`src/iosic_params.svh`:
```
`ifndef IOSIC_PARAMS_SVH
`define IOSIC_PARAMS_SVH

// Instruction word fields
`define IOSIC_OP_HI 23
`define IOSIC_OP_LO 18
`define IOSIC_SUB_HI 17
`define IOSIC_SUB_LO 15
`define IOSIC_SUB2_HI 14
`define IOSIC_SUB2_LO 12
`define IOSIC_CH_HI 13
`define IOSIC_CH_LO 12
`define IOSIC_CODE_HI 11
`define IOSIC_CODE_LO 0

// Group code and subcodes
`define IOSIC_GROUP 6'h3F
`define IOSIC_SUB_CON 3'h0
`define IOSIC_SUB_SEL 3'h1
`define IOSIC_SUB_EXT 3'h2
`define IOSIC_SUB_INT 3'h3
`define IOSIC_SUB_SENSE 3'h4
`define IOSIC_SUB_G5 3'h5
`define IOSIC_SUB_G7 3'h7
`define IOSIC_G5_CLEAR 3'h0
`define IOSIC_G5_MSET 3'h2
`define IOSIC_G5_MCLR 3'h3
`define IOSIC_G5_PEER 3'h7
`define IOSIC_G7_FLOAT 3'h1
`define IOSIC_G7_DEC 3'h2
`define IOSIC_G7_OFF 3'h3
`define IOSIC_G7_ON 3'h4

// Interrupt bit positions
`define IOSIC_BIT_CLOCK 8
`define IOSIC_BIT_EXP 9
`define IOSIC_BIT_ARITH 10
`define IOSIC_BIT_SEARCH 11

// Reset values and return offsets
`define IOSIC_MASK_RST 12'h000
`define IOSIC_OFS_NEXT 2'h1
`define IOSIC_OFS_SKIP 2'h2

`endif

```
`src/iosic_pkg.sv`:
```
package iosic_pkg;
    typedef enum logic [3:0] {
        IOSIC_OP_NONE,
        IOSIC_OP_CON,
        IOSIC_OP_SEL,
        IOSIC_OP_EXT_COPY,
        IOSIC_OP_EXT_PROBE,
        IOSIC_OP_INT_COPY,
        IOSIC_OP_INT_PROBE,
        IOSIC_OP_INT_SENSE,
        IOSIC_OP_FLAG_CLEAR,
        IOSIC_OP_MSET,
        IOSIC_OP_MCLR,
        IOSIC_OP_PEER,
        IOSIC_OP_FLOAT,
        IOSIC_OP_DEC,
        IOSIC_OP_GATE_OFF,
        IOSIC_OP_GATE_ON
    } iosic_op_t;
endpackage

```
`src/iosic_busy.sv`:
```
`timescale 1ns/1ps
module iosic_busy (
    // Clock and control
    input wire logic i_clk,
    input wire logic i_rst,
    input wire logic i_ce,
    // Channel activity
    input wire logic [3:0] i_writing,
    input wire logic [3:0] i_reading,
    input wire logic [3:0] i_reject,
    // Strobes issued and their recognition
    input wire logic [3:0] i_conn_issue,
    input wire logic [3:0] i_func_issue,
    input wire logic [3:0] i_conn_ack,
    input wire logic [3:0] i_func_ack,
    // Busy per channel
    output logic [3:0] o_busy
);
    logic [3:0] conn_pend_ff;
    logic [3:0] func_pend_ff;

    genvar c;
    generate
        for (c = 0; c < 4; c = c + 1) begin : g_ch
            // A new strobe in the ack cycle keeps the channel pending
            wire nxt_conn = i_conn_issue[c] |
                            (conn_pend_ff[c] & ~i_conn_ack[c]);
            wire nxt_func = i_func_issue[c] |
                            (func_pend_ff[c] & ~i_func_ack[c]);
            always_ff @(posedge i_clk) begin
                if (i_rst) begin
                    conn_pend_ff[c] <= 1'b0;
                    func_pend_ff[c] <= 1'b0;
                end else if (i_ce) begin
                    conn_pend_ff[c] <= nxt_conn;
                    func_pend_ff[c] <= nxt_func;
                end
            end
            assign o_busy[c] = i_writing[c] | i_reading[c] |
                               i_reject[c] | conn_pend_ff[c] |
                               func_pend_ff[c];
        end
    endgenerate
endmodule

```
`src/iosic_flags.sv`:
```
`timescale 1ns/1ps
module iosic_flags (
    // Clock and control
    input wire logic i_clk,
    input wire logic i_rst,
    input wire logic i_ce,
    // Set and clear per bit
    input wire logic [11:0] i_set,
    input wire logic [11:0] i_clr,
    // Flag state
    output logic [11:0] o_flags
);
    logic [11:0] flags_ff;

    genvar b;
    generate
        for (b = 0; b < 12; b = b + 1) begin : g_bit
            // Set wins so an event in the clear cycle is kept
            wire nxt_flag = i_set[b] | (flags_ff[b] & ~i_clr[b]);
            always_ff @(posedge i_clk) begin
                if (i_rst) begin
                    flags_ff[b] <= 1'b0;
                end else if (i_ce) begin
                    flags_ff[b] <= nxt_flag;
                end
            end
        end
    endgenerate

    assign o_flags = flags_ff;
endmodule

```
`src/iosic_ctrl.sv`:
```
// Functional notes
// - Busy: writing, reading, reject, or connect/function not yet recognized.
// - Connect: busy gives reject at P+1, else code plus connect strobe, P+2.
// - Function select: same busy check; code plus function strobe, P+2.
// - Four channels, designator 0 to 3, for all channel commands.
// - External copy: status low 12 bits, mask high 12 bits, P+1.
// - Internal copy: internal status low, mask high, then P+1.
// - Subcodes 2 and 3: zero code copies, nonzero code senses.
// - Interrupt sense: any match continues P+1, none skips to P+2.
// - Sense bits 00-03 are channel lines, 08-11 internal conditions.
// - Internal flag clears when an interrupt sense senses it.
// - Bits: 08 clock, 09 exponent/decimal, 10 arithmetic, 11 search.
// - Flag clear clears selected internal flags, never external lines.
// - Mask bits 00-07 enable channel 0-7 interrupts, internal and external.
// - Mask set: ones in code set mask bits, others unchanged.
// - Mask clear: ones in code clear mask bits, others unchanged.
// - Peer signal stays asserted until the peer processor recognizes it.
// - Float fault force sets its flip-flop, raising bit 09.
// - Decimal fault force sets its flip-flop on the bit 09 path.
// - Gate off disables interrupt control.
// - Gate on enables control after one further instruction executes.
`timescale 1ns/1ps
`include "iosic_params.svh"
module iosic_ctrl
    import iosic_pkg::*;
(
    // Clock, reset, clock enable
    input wire logic i_clk,
    input wire logic i_rst,
    input wire logic i_ce,
    // Instruction from the processor
    input wire logic i_instr_valid,
    input wire logic [23:0] i_instr,
    input wire logic i_instr_retired,
    // Channel side
    input wire logic [3:0] i_ch_writing,
    input wire logic [3:0] i_ch_reading,
    input wire logic [3:0] i_ch_reject,
    input wire logic [3:0] i_ch_conn_ack,
    input wire logic [3:0] i_ch_func_ack,
    input wire logic [47:0] i_ch_ext_status,
    input wire logic [15:0] i_ch_int_lines,
    output logic [11:0] o_ch_code,
    output logic [3:0] o_ch_conn_en,
    output logic [3:0] o_ch_func_en,
    // Interrupt sources
    input wire logic [7:0] i_chan_int_set,
    input wire logic [7:0] i_chan_ext_irq,
    input wire logic i_clock_tick,
    input wire logic i_exp_ovf,
    input wire logic i_arith_ovf,
    input wire logic i_search_done,
    // Peer processor
    input wire logic i_peer_ack,
    output logic o_peer_irq,
    // Results to the processor
    output logic o_done,
    output logic o_reject,
    output logic [1:0] o_next_ofs,
    output logic o_acc_load,
    output logic [23:0] o_acc,
    // Interrupt state
    output logic [11:0] o_mask,
    output logic o_float_fault,
    output logic o_dec_fault,
    output logic o_int_gate,
    output logic o_irq
);
    wire take = i_ce & i_instr_valid;
    wire [5:0] f_op = i_instr[`IOSIC_OP_HI:`IOSIC_OP_LO];
    wire [2:0] f_sub = i_instr[`IOSIC_SUB_HI:`IOSIC_SUB_LO];
    wire [2:0] f_sub2 = i_instr[`IOSIC_SUB2_HI:`IOSIC_SUB2_LO];
    wire [1:0] ch = i_instr[`IOSIC_CH_HI:`IOSIC_CH_LO];
    wire [11:0] code = i_instr[`IOSIC_CODE_HI:`IOSIC_CODE_LO];
    wire in_group = (f_op == `IOSIC_GROUP);
    wire code_zero = (code == 12'h000);

    // Decode of the group subcodes
    wire is_g5 = in_group & (f_sub == `IOSIC_SUB_G5);
    wire is_g7 = in_group & (f_sub == `IOSIC_SUB_G7);
    wire is_ext = in_group & (f_sub == `IOSIC_SUB_EXT);
    wire is_int = in_group & (f_sub == `IOSIC_SUB_INT);
    iosic_op_t op;
    assign op =
        ~in_group ? IOSIC_OP_NONE :
        (f_sub == `IOSIC_SUB_CON) ? IOSIC_OP_CON :
        (f_sub == `IOSIC_SUB_SEL) ? IOSIC_OP_SEL :
        (is_ext & code_zero) ? IOSIC_OP_EXT_COPY :
        is_ext ? IOSIC_OP_EXT_PROBE :
        (is_int & code_zero) ? IOSIC_OP_INT_COPY :
        is_int ? IOSIC_OP_INT_PROBE :
        (f_sub == `IOSIC_SUB_SENSE) ? IOSIC_OP_INT_SENSE :
        (is_g5 & (f_sub2 == `IOSIC_G5_CLEAR)) ? IOSIC_OP_FLAG_CLEAR :
        (is_g5 & (f_sub2 == `IOSIC_G5_MSET)) ? IOSIC_OP_MSET :
        (is_g5 & (f_sub2 == `IOSIC_G5_MCLR)) ? IOSIC_OP_MCLR :
        (is_g5 & (f_sub2 == `IOSIC_G5_PEER)) ? IOSIC_OP_PEER :
        (is_g7 & (f_sub2 == `IOSIC_G7_FLOAT)) ? IOSIC_OP_FLOAT :
        (is_g7 & (f_sub2 == `IOSIC_G7_DEC)) ? IOSIC_OP_DEC :
        (is_g7 & (f_sub2 == `IOSIC_G7_OFF)) ? IOSIC_OP_GATE_OFF :
        (is_g7 & (f_sub2 == `IOSIC_G7_ON)) ? IOSIC_OP_GATE_ON :
        IOSIC_OP_NONE;

    // State
    logic [11:0] mask_ff;
    logic [11:0] ch_code_ff;
    logic [3:0] conn_en_ff;
    logic [3:0] func_en_ff;
    logic peer_ff;
    logic done_ff;
    logic reject_ff;
    logic [1:0] ofs_ff;
    logic acc_load_ff;
    logic [23:0] acc_ff;
    logic float_ff;
    logic dec_ff;
    logic gate_ff;
    logic hold_ff;
    logic irq_ff;

    // Channel busy and flags
    logic [3:0] busy;
    logic [11:0] flags;
    wire [3:0] ch_onehot = 4'h1 << ch;
    wire sel_busy = busy[ch];
    wire is_con = take & (op == IOSIC_OP_CON);
    wire is_sel = take & (op == IOSIC_OP_SEL);
    wire [3:0] conn_issue = (is_con & ~sel_busy) ? ch_onehot : 4'h0;
    wire [3:0] func_issue = (is_sel & ~sel_busy) ? ch_onehot : 4'h0;

    iosic_busy u_busy (
        .i_clk(i_clk),
        .i_rst(i_rst),
        .i_ce(i_ce),
        .i_writing(i_ch_writing),
        .i_reading(i_ch_reading),
        .i_reject(i_ch_reject),
        .i_conn_issue(conn_issue),
        .i_func_issue(func_issue),
        .i_conn_ack(i_ch_conn_ack),
        .i_func_ack(i_ch_func_ack),
        .o_busy(busy)
    );

    // Selected channel inputs
    wire [11:0] ext_stat = i_ch_ext_status[ch*12 +: 12];
    wire [3:0] int_lines = i_ch_int_lines[ch*4 +: 4];
    // Internal status is the live flag set
    wire [11:0] int_stat = flags;
    // Sense view: channel lines low, internal conditions high
    wire [11:0] sense_vec = {flags[11:8], 4'h0, int_lines};
    wire sense_hit = |(code & sense_vec);
    wire ext_hit = |(code & ext_stat);
    wire int_hit = |(code & int_stat);

    // Flag sets, bit 09 shared by exponent, float and decimal faults
    wire is_float = take & (op == IOSIC_OP_FLOAT);
    wire is_dec = take & (op == IOSIC_OP_DEC);
    wire [11:0] flag_set;
    assign flag_set[7:0] = i_chan_int_set;
    assign flag_set[`IOSIC_BIT_CLOCK] = i_clock_tick;
    assign flag_set[`IOSIC_BIT_EXP] =
        i_exp_ovf | is_float | is_dec;
    assign flag_set[`IOSIC_BIT_ARITH] = i_arith_ovf;
    assign flag_set[`IOSIC_BIT_SEARCH] = i_search_done;

    // Sensed internal conditions clear; external lines are not flags
    wire is_sense = take & (op == IOSIC_OP_INT_SENSE);
    wire is_fclr = take & (op == IOSIC_OP_FLAG_CLEAR);
    wire [11:0] sense_clr =
        is_sense ? {code[11:8], 8'h00} : 12'h000;
    wire [11:0] fclr_clr = is_fclr ? code : 12'h000;
    wire [11:0] flag_clr = sense_clr | fclr_clr;

    iosic_flags u_flags (
        .i_clk(i_clk),
        .i_rst(i_rst),
        .i_ce(i_ce),
        .i_set(flag_set),
        .i_clr(flag_clr),
        .o_flags(flags)
    );

    // Mask update
    wire is_mset = take & (op == IOSIC_OP_MSET);
    wire is_mclr = take & (op == IOSIC_OP_MCLR);
    wire [11:0] nxt_mask =
        is_mset ? (mask_ff | code) :
        is_mclr ? (mask_ff & ~code) :
        mask_ff;

    // Return offset
    wire con_or_sel = (op == IOSIC_OP_CON) | (op == IOSIC_OP_SEL);
    wire [1:0] nxt_ofs =
        con_or_sel ? (sel_busy ? `IOSIC_OFS_NEXT
                               : `IOSIC_OFS_SKIP) :
        (op == IOSIC_OP_INT_SENSE) ? (sense_hit ? `IOSIC_OFS_NEXT
                                    : `IOSIC_OFS_SKIP) :
        (op == IOSIC_OP_EXT_PROBE) ? (ext_hit ? `IOSIC_OFS_NEXT
                                    : `IOSIC_OFS_SKIP) :
        (op == IOSIC_OP_INT_PROBE) ? (int_hit ? `IOSIC_OFS_NEXT
                                    : `IOSIC_OFS_SKIP) :
        `IOSIC_OFS_NEXT;
    wire nxt_reject = con_or_sel & sel_busy;

    // Accumulator copy
    wire is_xcopy = (op == IOSIC_OP_EXT_COPY);
    wire is_icopy = (op == IOSIC_OP_INT_COPY);
    wire nxt_acc_load = take & (is_xcopy | is_icopy);
    wire [23:0] nxt_acc =
        is_xcopy ? {mask_ff, ext_stat} :
        is_icopy ? {mask_ff, int_stat} :
        acc_ff;

    // Channel code held after each issued strobe
    wire issue = (|conn_issue) | (|func_issue);
    wire [11:0] nxt_ch_code = issue ? code : ch_code_ff;

    // Peer signal: a new request in the ack cycle keeps it high
    wire is_peer = take & (op == IOSIC_OP_PEER);
    wire nxt_peer = is_peer | (peer_ff & ~i_peer_ack);

    // Fault flip-flops drop with a clear of bit 09
    wire clr_exp = flag_clr[`IOSIC_BIT_EXP];
    wire nxt_float = is_float | (float_ff & ~clr_exp);
    wire nxt_dec = is_dec | (dec_ff & ~clr_exp);

    // Interrupt gate with a one-instruction holdoff
    wire is_on = take & (op == IOSIC_OP_GATE_ON);
    wire is_off = take & (op == IOSIC_OP_GATE_OFF);
    wire nxt_gate =
        is_off ? 1'b0 :
        is_on ? 1'b1 :
        gate_ff;
    wire nxt_hold =
        is_off ? 1'b0 :
        is_on ? 1'b1 :
        (hold_ff & ~i_instr_retired);

    // Channel internal flags and external lines share mask bits 00-07
    wire [11:0] active = flags | {4'h0, i_chan_ext_irq};
    wire [11:0] pending = active & mask_ff;
    wire nxt_irq = gate_ff & ~hold_ff & (|pending);

    always_ff @(posedge i_clk) begin
        if (i_rst) begin
            mask_ff <= `IOSIC_MASK_RST;
            ch_code_ff <= 12'h000;
            conn_en_ff <= 4'h0;
            func_en_ff <= 4'h0;
            peer_ff <= 1'b0;
            float_ff <= 1'b0;
            dec_ff <= 1'b0;
            gate_ff <= 1'b0;
            hold_ff <= 1'b0;
            irq_ff <= 1'b0;
        end else if (i_ce) begin
            mask_ff <= nxt_mask;
            ch_code_ff <= nxt_ch_code;
            conn_en_ff <= conn_issue;
            func_en_ff <= func_issue;
            peer_ff <= nxt_peer;
            float_ff <= nxt_float;
            dec_ff <= nxt_dec;
            gate_ff <= nxt_gate;
            hold_ff <= nxt_hold;
            irq_ff <= nxt_irq;
        end
    end

    always_ff @(posedge i_clk) begin
        if (i_rst) begin
            done_ff <= 1'b0;
            reject_ff <= 1'b0;
            ofs_ff <= `IOSIC_OFS_NEXT;
            acc_load_ff <= 1'b0;
            acc_ff <= 24'h00_0000;
        end else if (i_ce) begin
            done_ff <= i_instr_valid;
            reject_ff <= i_instr_valid & nxt_reject;
            ofs_ff <= i_instr_valid ? nxt_ofs : ofs_ff;
            acc_load_ff <= nxt_acc_load;
            acc_ff <= nxt_acc;
        end
    end

    assign o_ch_code = ch_code_ff;
    assign o_ch_conn_en = conn_en_ff;
    assign o_ch_func_en = func_en_ff;
    assign o_peer_irq = peer_ff;
    assign o_done = done_ff;
    assign o_reject = reject_ff;
    assign o_next_ofs = ofs_ff;
    assign o_acc_load = acc_load_ff;
    assign o_acc = acc_ff;
    assign o_mask = mask_ff;
    assign o_float_fault = float_ff;
    assign o_dec_fault = dec_ff;
    assign o_int_gate = gate_ff;
    assign o_irq = irq_ff;
endmodule

```
`config.mk`:
```
export PLATFORM = sky130hd
export DESIGN_NAME = iosic_ctrl
export DESIGN_NICKNAME = d
export VERILOG_FILES = /design/src/iosic_pkg.sv /design/src/iosic_busy.sv /design/src/iosic_flags.sv /design/src/iosic_ctrl.sv
export VERILOG_INCLUDE_DIRS = /design/src
export SDC_FILE = /design/constraint.sdc
export NUM_CORES = 1
export LEC_CHECK = 0
export BUFFER_PORTS_ARGS = -buffer_cell sky130_fd_sc_hd__buf_4
export CAP_MARGIN = 20
export CORE_MARGIN = 5
export CORE_UTILIZATION = 45
export CTS_CLUSTER_SIZE = 14
export DETAILED_ROUTE_END_ITERATION = 6
export PLACE_DENSITY = 0.72
export RECOVER_POWER = 100
export SLEW_MARGIN = 5
export SYNTH_ARGS = -nofsm -noshare
export SYNTH_HDL_FRONTEND = slang
export SYNTH_SLANG_ARGS = --single-unit
```
`constraint.sdc`:
```
create_clock -name i_clk -period 3.45 [get_ports i_clk]
set_input_delay 0.5175 -clock i_clk [delete_from_list [all_inputs] [get_ports i_clk]]
set_output_delay 0.5175 -clock i_clk [all_outputs]
set_load 0.01 [all_outputs]
```
Word level (Yosys, flattened, before mapping) --
Cells that the tools add are included.
Storage, ports and cells: bits in registers 87, word-level logic and storage cells 256, output and inout bits 66, input port bits 134
Operators by class: multiply operators 1, bitwise operators 134, reductions and logical operators 17, muxes and demuxes 38, magnitude comparators 1, shift operators 3, eq/ne operators 27
Operator list (number):
- 4-bit 2-to-1 mux | 18
- 12-bit AND | 5
- 1-bit AND | 57
- 12-bit 2-to-1 mux | 4
- 24-bit 2-to-1 mux | 2
- 12-bit OR reduction | 4
- 48-bit by 7-bit indexed part select with 12-bit output | 1
- 1-bit OR | 44
- 4-bit == test (second input constant) | 8
- 1-bit NOT | 24
- 12-bit OR | 2
- 4-bit by 3-bit == test with 1-bit output (second input constant) | 4
- 2-bit 2-to-1 mux | 8
- 16-bit by 5-bit indexed part select with 4-bit output | 1
- 3-bit == test (second input constant) | 5
- 3-bit by 2-bit == test with 1-bit output (second input constant) | 4
- 12-bit logical NOT | 1
- 12-bit NOT | 1
- 12-bit by 8-bit OR with 12-bit output | 1
- 2-bit AND reduction | 5
- 4-bit by 2-bit == test with 1-bit output (second input constant) | 2
- 4-bit OR reduction | 2
- 3-bit by 1-bit == test with 1-bit output (second input constant) | 2
- 6-bit == test (second input constant) | 1
- other kinds (8) | 15

Depth between registers and ports, before layout --
word-level depth 26, gate-level depth with buffers 11, depth with buffers taken out 7

Cells and area by module --
Synthesis repeated with hierarchy kept, for this count alone.
Second synthesis, totals: cells, all modules 579, area total of the unflattened synthesis 4946.0 um^2
By module, submodules not included:
- iosic_ctrl | times used 1, sequential area each 1341.3 um^2, cells an instance 481, area an instance 4040.1 um^2
- iosic_flags | times used 1, sequential area each 240.2 um^2, cells an instance 51, area an instance 519.2 um^2
- iosic_busy | times used 1, sequential area each 160.2 um^2, cells an instance 47, area an instance 386.6 um^2

Worst setup path after synthesis --
No wires, ideal clock.
path type input -> register, from input port i_instr[12], to register ofs_ff[0] (netlist: o_next_ofs[0]), data arrival time 2.504 ns, library setup time 0.131 ns, required time 3.319 ns, buffers on the path 3, stages 10, slack 0.814 ns, path through buf_6 buf_2 buf_2 mux4_2 a22oi_1 nand2_1 a2111oi_0 nand4_1 nand3_1 a21oi_1
On the way: word-level cells in the longest chain between the ends 23, elaborated cells between the ends (all ways) 52, those cells by class mul: 1; eq/ne: 10; shift: 2; mux: 25; bitwise: 11; reduce/logical: 3
RTL lines:
- start, declared | line iosic_ctrl.sv:33 | input wire logic [23:0] i_instr,
- 3-bit == test (no source line)
- 1-bit AND | line iosic_ctrl.sv:100 | (is_g7 & (f_sub2 == `IOSIC_G7_ON)) ? IOSIC_OP_GATE_ON :
- 4-bit 2-to-1 mux | line iosic_ctrl.sv:100
- 4-bit 2-to-1 mux | line iosic_ctrl.sv:99 | (is_g7 & (f_sub2 == `IOSIC_G7_OFF)) ? IOSIC_OP_GATE_OFF :
- 4-bit 2-to-1 mux | line iosic_ctrl.sv:98 | (is_g7 & (f_sub2 == `IOSIC_G7_DEC)) ? IOSIC_OP_DEC :
- 4-bit 2-to-1 mux | line iosic_ctrl.sv:97 | (is_g7 & (f_sub2 == `IOSIC_G7_FLOAT)) ? IOSIC_OP_FLOAT :
- 4-bit 2-to-1 mux | line iosic_ctrl.sv:96 | (is_g5 & (f_sub2 == `IOSIC_G5_PEER)) ? IOSIC_OP_PEER :
- 4-bit 2-to-1 mux | line iosic_ctrl.sv:95 | (is_g5 & (f_sub2 == `IOSIC_G5_MCLR)) ? IOSIC_OP_MCLR :
- [... 5 more ...]
- 4-bit 2-to-1 mux | line iosic_ctrl.sv:89 | is_ext ? IOSIC_OP_EXT_PROBE :
- 4-bit 2-to-1 mux | line iosic_ctrl.sv:88 | (is_ext & code_zero) ? IOSIC_OP_EXT_COPY :
- 4-bit 2-to-1 mux | line iosic_ctrl.sv:87 | (f_sub == `IOSIC_SUB_SEL) ? IOSIC_OP_SEL :
- 4-bit 2-to-1 mux | line iosic_ctrl.sv:86 | (f_sub == `IOSIC_SUB_CON) ? IOSIC_OP_CON :
- 4-bit 2-to-1 mux | line iosic_ctrl.sv:85 | ~in_group ? IOSIC_OP_NONE :
- 4-bit by 3-bit == test with 1-bit output | line iosic_ctrl.sv:200 | (op == IOSIC_OP_INT_PROBE) ? (int_hit ? `IOSIC_OFS_NEXT
- 2-bit 2-to-1 mux (no source line) (3 in series)
- 2-bit 2-to-1 mux (no source line) *
- end signal, assigned | line iosic_ctrl.sv:274 | ofs_ff <= `IOSIC_OFS_NEXT;
- end signal, assigned | line iosic_ctrl.sv:280 | ofs_ff <= i_instr_valid ? nxt_ofs : ofs_ff;
- end, declared | line iosic_ctrl.sv:111 | logic [1:0] ofs_ff;
Mark *: on every way between the ends. The rest lies on a longest branch, timed or not. The select of a mux whose other input is x is not followed. A chain may end at the register's enable or synchronous reset.

==> impl_metrics.prom <==
# TYPE chip_impl_metric gauge
chip_impl_metric{name="routabilityCongestion",unit=""} 0.851
chip_impl_metric{name="post-cts-setup-buffer-count",unit=""} 0
chip_impl_info{name="hold_path_startpoint",value="i_chan_int_set[3]"} 1
chip_impl_metric{name="synthArstFlopShare",unit="%"} 0
chip_impl_info{name="timing.hold.worst_endpoint",value="u_flags.o_flags[3]"} 1
chip_impl_metric{name="portBuffers",unit=""} 199
chip_impl_metric{name="synthesis.area_per_instance",unit="µm²"} 8.21
chip_impl_metric{name="gr-total-overflow",unit=""} 0
chip_impl_metric{name="finalPower",unit="µW"} 2070
chip_impl_metric{name="post-route-period-util",unit="%"} 80.7
chip_impl_metric{name="core",unit="µm²"} 10200
chip_impl_metric{name="syn_to_final_growth",unit="%"} 29.0
chip_impl_metric{name="grt_pass1_wl",unit="µm"} 25300
chip_impl_metric{name="clock-sinks",unit=""} 87
chip_impl_metric{name="post_cts_resized",unit=""} 0
chip_impl_metric{name="row_count",unit=""} 37
chip_impl_info{name="setup.worst_path.start_class",value="input port"} 1
chip_impl_metric{name="totalNegativeSetupSlack",unit="ps"} 0
chip_impl_info{name="grt_setup_unrepaired",value="false"} 1
chip_impl_metric{name="worstHoldPathCells",unit=""} 3
chip_impl_metric{name="netlist.area_leader.share",unit="%"} 37.5
chip_impl_metric{name="start_util",unit="%"} 45.6
chip_impl_metric{name="synth.net_count",unit=""} 700
chip_impl_metric{name="power_per_cell_area",unit="nW/µm²"} 345
chip_impl_metric{name="reg2reg_slack",unit="ps"} 840
chip_impl_metric{name="routed_wl",unit="µm"} 15700
chip_impl_info{name="synthTopCellsByCount",value="dfxtp_1, nand2_1, a21oi_1, nor2_1, o21ai_0"} 1
chip_impl_metric{name="worst_ep_arrival_time",unit="ps"} 3060
chip_impl_info{name="timing.rr.start",value="u_busy.conn_pend_ff[3]"} 1
chip_impl_metric{name="crit_path_max_fanout",unit=""} 13
chip_impl_metric{name="clock-skew-final",unit="ps"} 10.6
chip_impl_info{name="status",value="finished clean"} 1
chip_impl_metric{name="cell_internal_pwr",unit="µW"} 1530
chip_impl_metric{name="ant_nets",unit=""} 0
chip_impl_info{name="synthTopCellsByArea",value="dfxtp_1, a21oi_1, nand2_1"} 1
chip_impl_metric{name="timing_max_transition_violations_final",unit=""} 0
chip_impl_metric{name="slew_headroom",unit="%"} 40.0
chip_impl_metric{name="route.detailed.drc",unit=""} 0
chip_impl_metric{name="final_nets",unit=""} 864
chip_impl_metric{name="synthesized_area_fraction_occupied_by_ao_oa_aoi_and_oai_cells",unit="%"} 20.7
chip_impl_metric{name="yosys.area_share.adder",unit="%"} 0
chip_impl_info{name="most_repeated_cell_in_the_gate_level_netlist_after_synthesis",value="dfxtp_1"} 1
chip_impl_metric{name="hold_violations",unit=""} 0
chip_impl_metric{name="cts_made_buffers",unit=""} 9
chip_impl_metric{name="detail_route.iter0.violations",unit=""} 375
chip_impl_metric{name="die-width",unit="µm"} 112
chip_impl_metric{name="synth-edff-count",unit=""} 0
chip_impl_metric{name="routedWlPerCell",unit="µm"} 18.1
chip_impl_metric{name="dp_hpwl",unit="µm"} 12200
chip_impl_metric{name="synth.ff_latch_count",unit=""} 87
chip_impl_metric{name="worst-slew-pin-transition",unit="ps"} 900
chip_impl_info{name="r2r-end",value="o_ch_code[6]"} 1
chip_impl_metric{name="synth-simple-area-share",unit="%"} 21.5
chip_impl_info{name="yosysTopAreaCell",value="dfxtp_1"} 1
chip_impl_info{name="critical_path.endpoint_type",value="flop"} 1
chip_impl_metric{name="syn-instance-count",unit=""} 566
chip_impl_info{name="yosys_most_used_dff",value="dfxtp_1"} 1
chip_impl_metric{name="ioPinCount",unit=""} 200
chip_impl_info{name="hold_class",value="in -> reg"} 1
chip_impl_metric{name="synth.yosys.seq_area_share",unit="%"} 37.5
chip_impl_metric{name="highest_attainable_clock_frequency",unit="MHz"} 359
chip_impl_info{name="timing.setup.critical_path_class",value="in -> reg"} 1
chip_impl_metric{name="grt_pass1_vias",unit=""} 4932
chip_impl_metric{name="detailedPlace.worstSlack",unit="ps"} 505
chip_impl_metric{name="hold_buffers",unit=""} 0
chip_impl_metric{name="drtPass1Iterations",unit=""} 5
chip_impl_metric{name="power.share.combinational",unit="%"} 15.4
chip_impl_metric{name="clkLatencyLatePin",unit="ps"} 360
chip_impl_metric{name="timing.reg2reg.worst_path_depth",unit=""} 8
chip_impl_metric{name="post_synth_mux_area_share",unit="%"} 12.7
chip_impl_metric{name="reg_clk_slew_reported_paths",unit="ps"} 90
chip_impl_info{name="synth_top_family_by_area",value="simple AND/OR/NAND/NOR gates"} 1
chip_impl_info{name="tritoncts",value="built"} 1
chip_impl_metric{name="worst_ep_required",unit="ps"} 3730
chip_impl_metric{name="drive_above_1_share",unit="%"} 24.4
chip_impl_metric{name="timing.final.ws_setup",unit="ps"} 667
chip_impl_metric{name="power.clock.fraction",unit="%"} 35.0
chip_impl_metric{name="fp.dieH",unit="µm"} 112
chip_impl_metric{name="post-route-util",unit="%"} 58.9
chip_impl_metric{name="power_frac_seq",unit="%"} 49.7
chip_impl_metric{name="max_cap_viol_count",unit=""} 0
chip_impl_metric{name="whs",unit="ps"} 418
chip_impl_metric{name="clock_path_buffers",unit=""} 2
chip_impl_metric{name="gr_util_all_layers",unit="%"} 24.8
chip_impl_metric{name="detailroute.via_count",unit=""} 4939
chip_impl_metric{name="layout_min_cycle_time",unit="ps"} 2780
chip_impl_metric{name="syn-cell-area",unit="µm²"} 4650
chip_impl_metric{name="post_synth_xor_area_fraction",unit="%"} 0
chip_impl_metric{name="cts_max_level",unit=""} 3
chip_impl_metric{name="netSwitchingFraction",unit="%"} 25.9
chip_impl_metric{name="area_of_the_die",unit="µm²"} 12500
chip_impl_metric{name="final-setup-viol-count",unit=""} 0
chip_impl_metric{name="maximum_ir_drop_on_the_vdd_rail",unit="µV"} 238
chip_impl_metric{name="synth_cell_types",unit=""} 57
chip_impl_metric{name="yosys_warnings",unit=""} 0
chip_impl_metric{name="antenna_violations_before_repair",unit=""} 0
chip_impl_metric{name="maximum_number_of_pins_on_one_net_before_global_route_repair",unit=""} 91
chip_impl_info{name="ctsRootBufferMaster",value="clkbuf_8"} 1
chip_impl_metric{name="number_of_antenna_diodes",unit=""} 0
chip_impl_metric{name="static-leakage-power",unit="µW"} 0.00245
chip_impl_metric{name="p_sw",unit="µW"} 537
chip_impl_metric{name="vias_per_cell",unit=""} 5.68
[cells by family after synthesis]
| family | count (synthesis) |
|---|---|
| and+or+nand+nor | 209 |
| AOI/OAI and AO/OA | 157 |
| DFF | 87 |
| buffers and inverters | 71 |
| muxes | 42 |
[power by group through the flow]
| stage | Combinational, µW | Sequential (µW) | Clock, µW |
|---|---|---|---|
| after floorplan | 158 | 1040 | 0 |
| after global placement | 312 | 1050 | 0 |
| after detailed placement | 319 | 1050 | 0 |
| after CTS | 320 | 1030 | 733 |
| after global routing | 346 | 1030 | 770 |
| final | 318 | 1030 | 724 |
[area by class of cell]
cell class,count,area (µm²)
Clock inverter,5,56.3
Sequential cell,87,1740
Timing Repair Buffer,209,1310
Clock buffer,10,138
Fill cell,993,4190
Inverter,15,56.3
Tap cell,136,170
Multi-Input combinational cell,408,2530
[per-stage QoR]
stage | cell area, µm² | cells
2_1_floorplan | 4650 | 566
3_3_place_gp | 6090 | 855
3_5_place_dp | 6090 | 855
4_1_cts | 6290 | 870
5_1_grt | 6000 | 870
6_report | 6000 | 870
[cell usage in the layout (no fill, tap or decap), types with 13 or more instances in the layout]
cell / instances
buf_4: 138
dfxtp_1: 87
nand2_1: 84
clkbuf_1: 70
a21oi_1: 65
nor2_1: 45
o21ai_0: 37
mux2i_1: 24
nand3_1: 21
inv_1: 15
mux4_2: 13
[metal layers]
layer,vias up,track usage (%),part of all wire (%)
met5,-,0,0
met4,0,8.84,2.3
met3,32,4.08,6.3
met2,206,42.8,50
met1,2334,31.2,41
li1,2367,-,-
[how the worst max path moves through the flow]
stage | to | slack, ps | startpoint | depth (start not counted)
2_1_floorplan | o_next_ofs[0] | 810 | i_instr[12] | 10
5_1_grt | o_ch_conn_en[0] | 360 | i_instr[11] | 8
4_1_cts | o_ch_code[4] | 900 | i_instr[12] | 9
6_report | flop | 670 | i_instr[11] | 10
3_3_place_gp | o_ch_code[3] | 580 | i_instr[13] | 9
3_5_place_dp | o_ch_code[4] | 500 | i_instr[12] | 9
[critical path: stages]
cell	delay (ps)
clkbuf_1	350
nor4_1	120
and4_1	280
o32ai_1	490
nor2_1	100
clkbuf_1	240
nor2_1	140
clkbuf_1	510
nand3_1	150
a21oi_1	150
(Power assumes the default switching activity.)
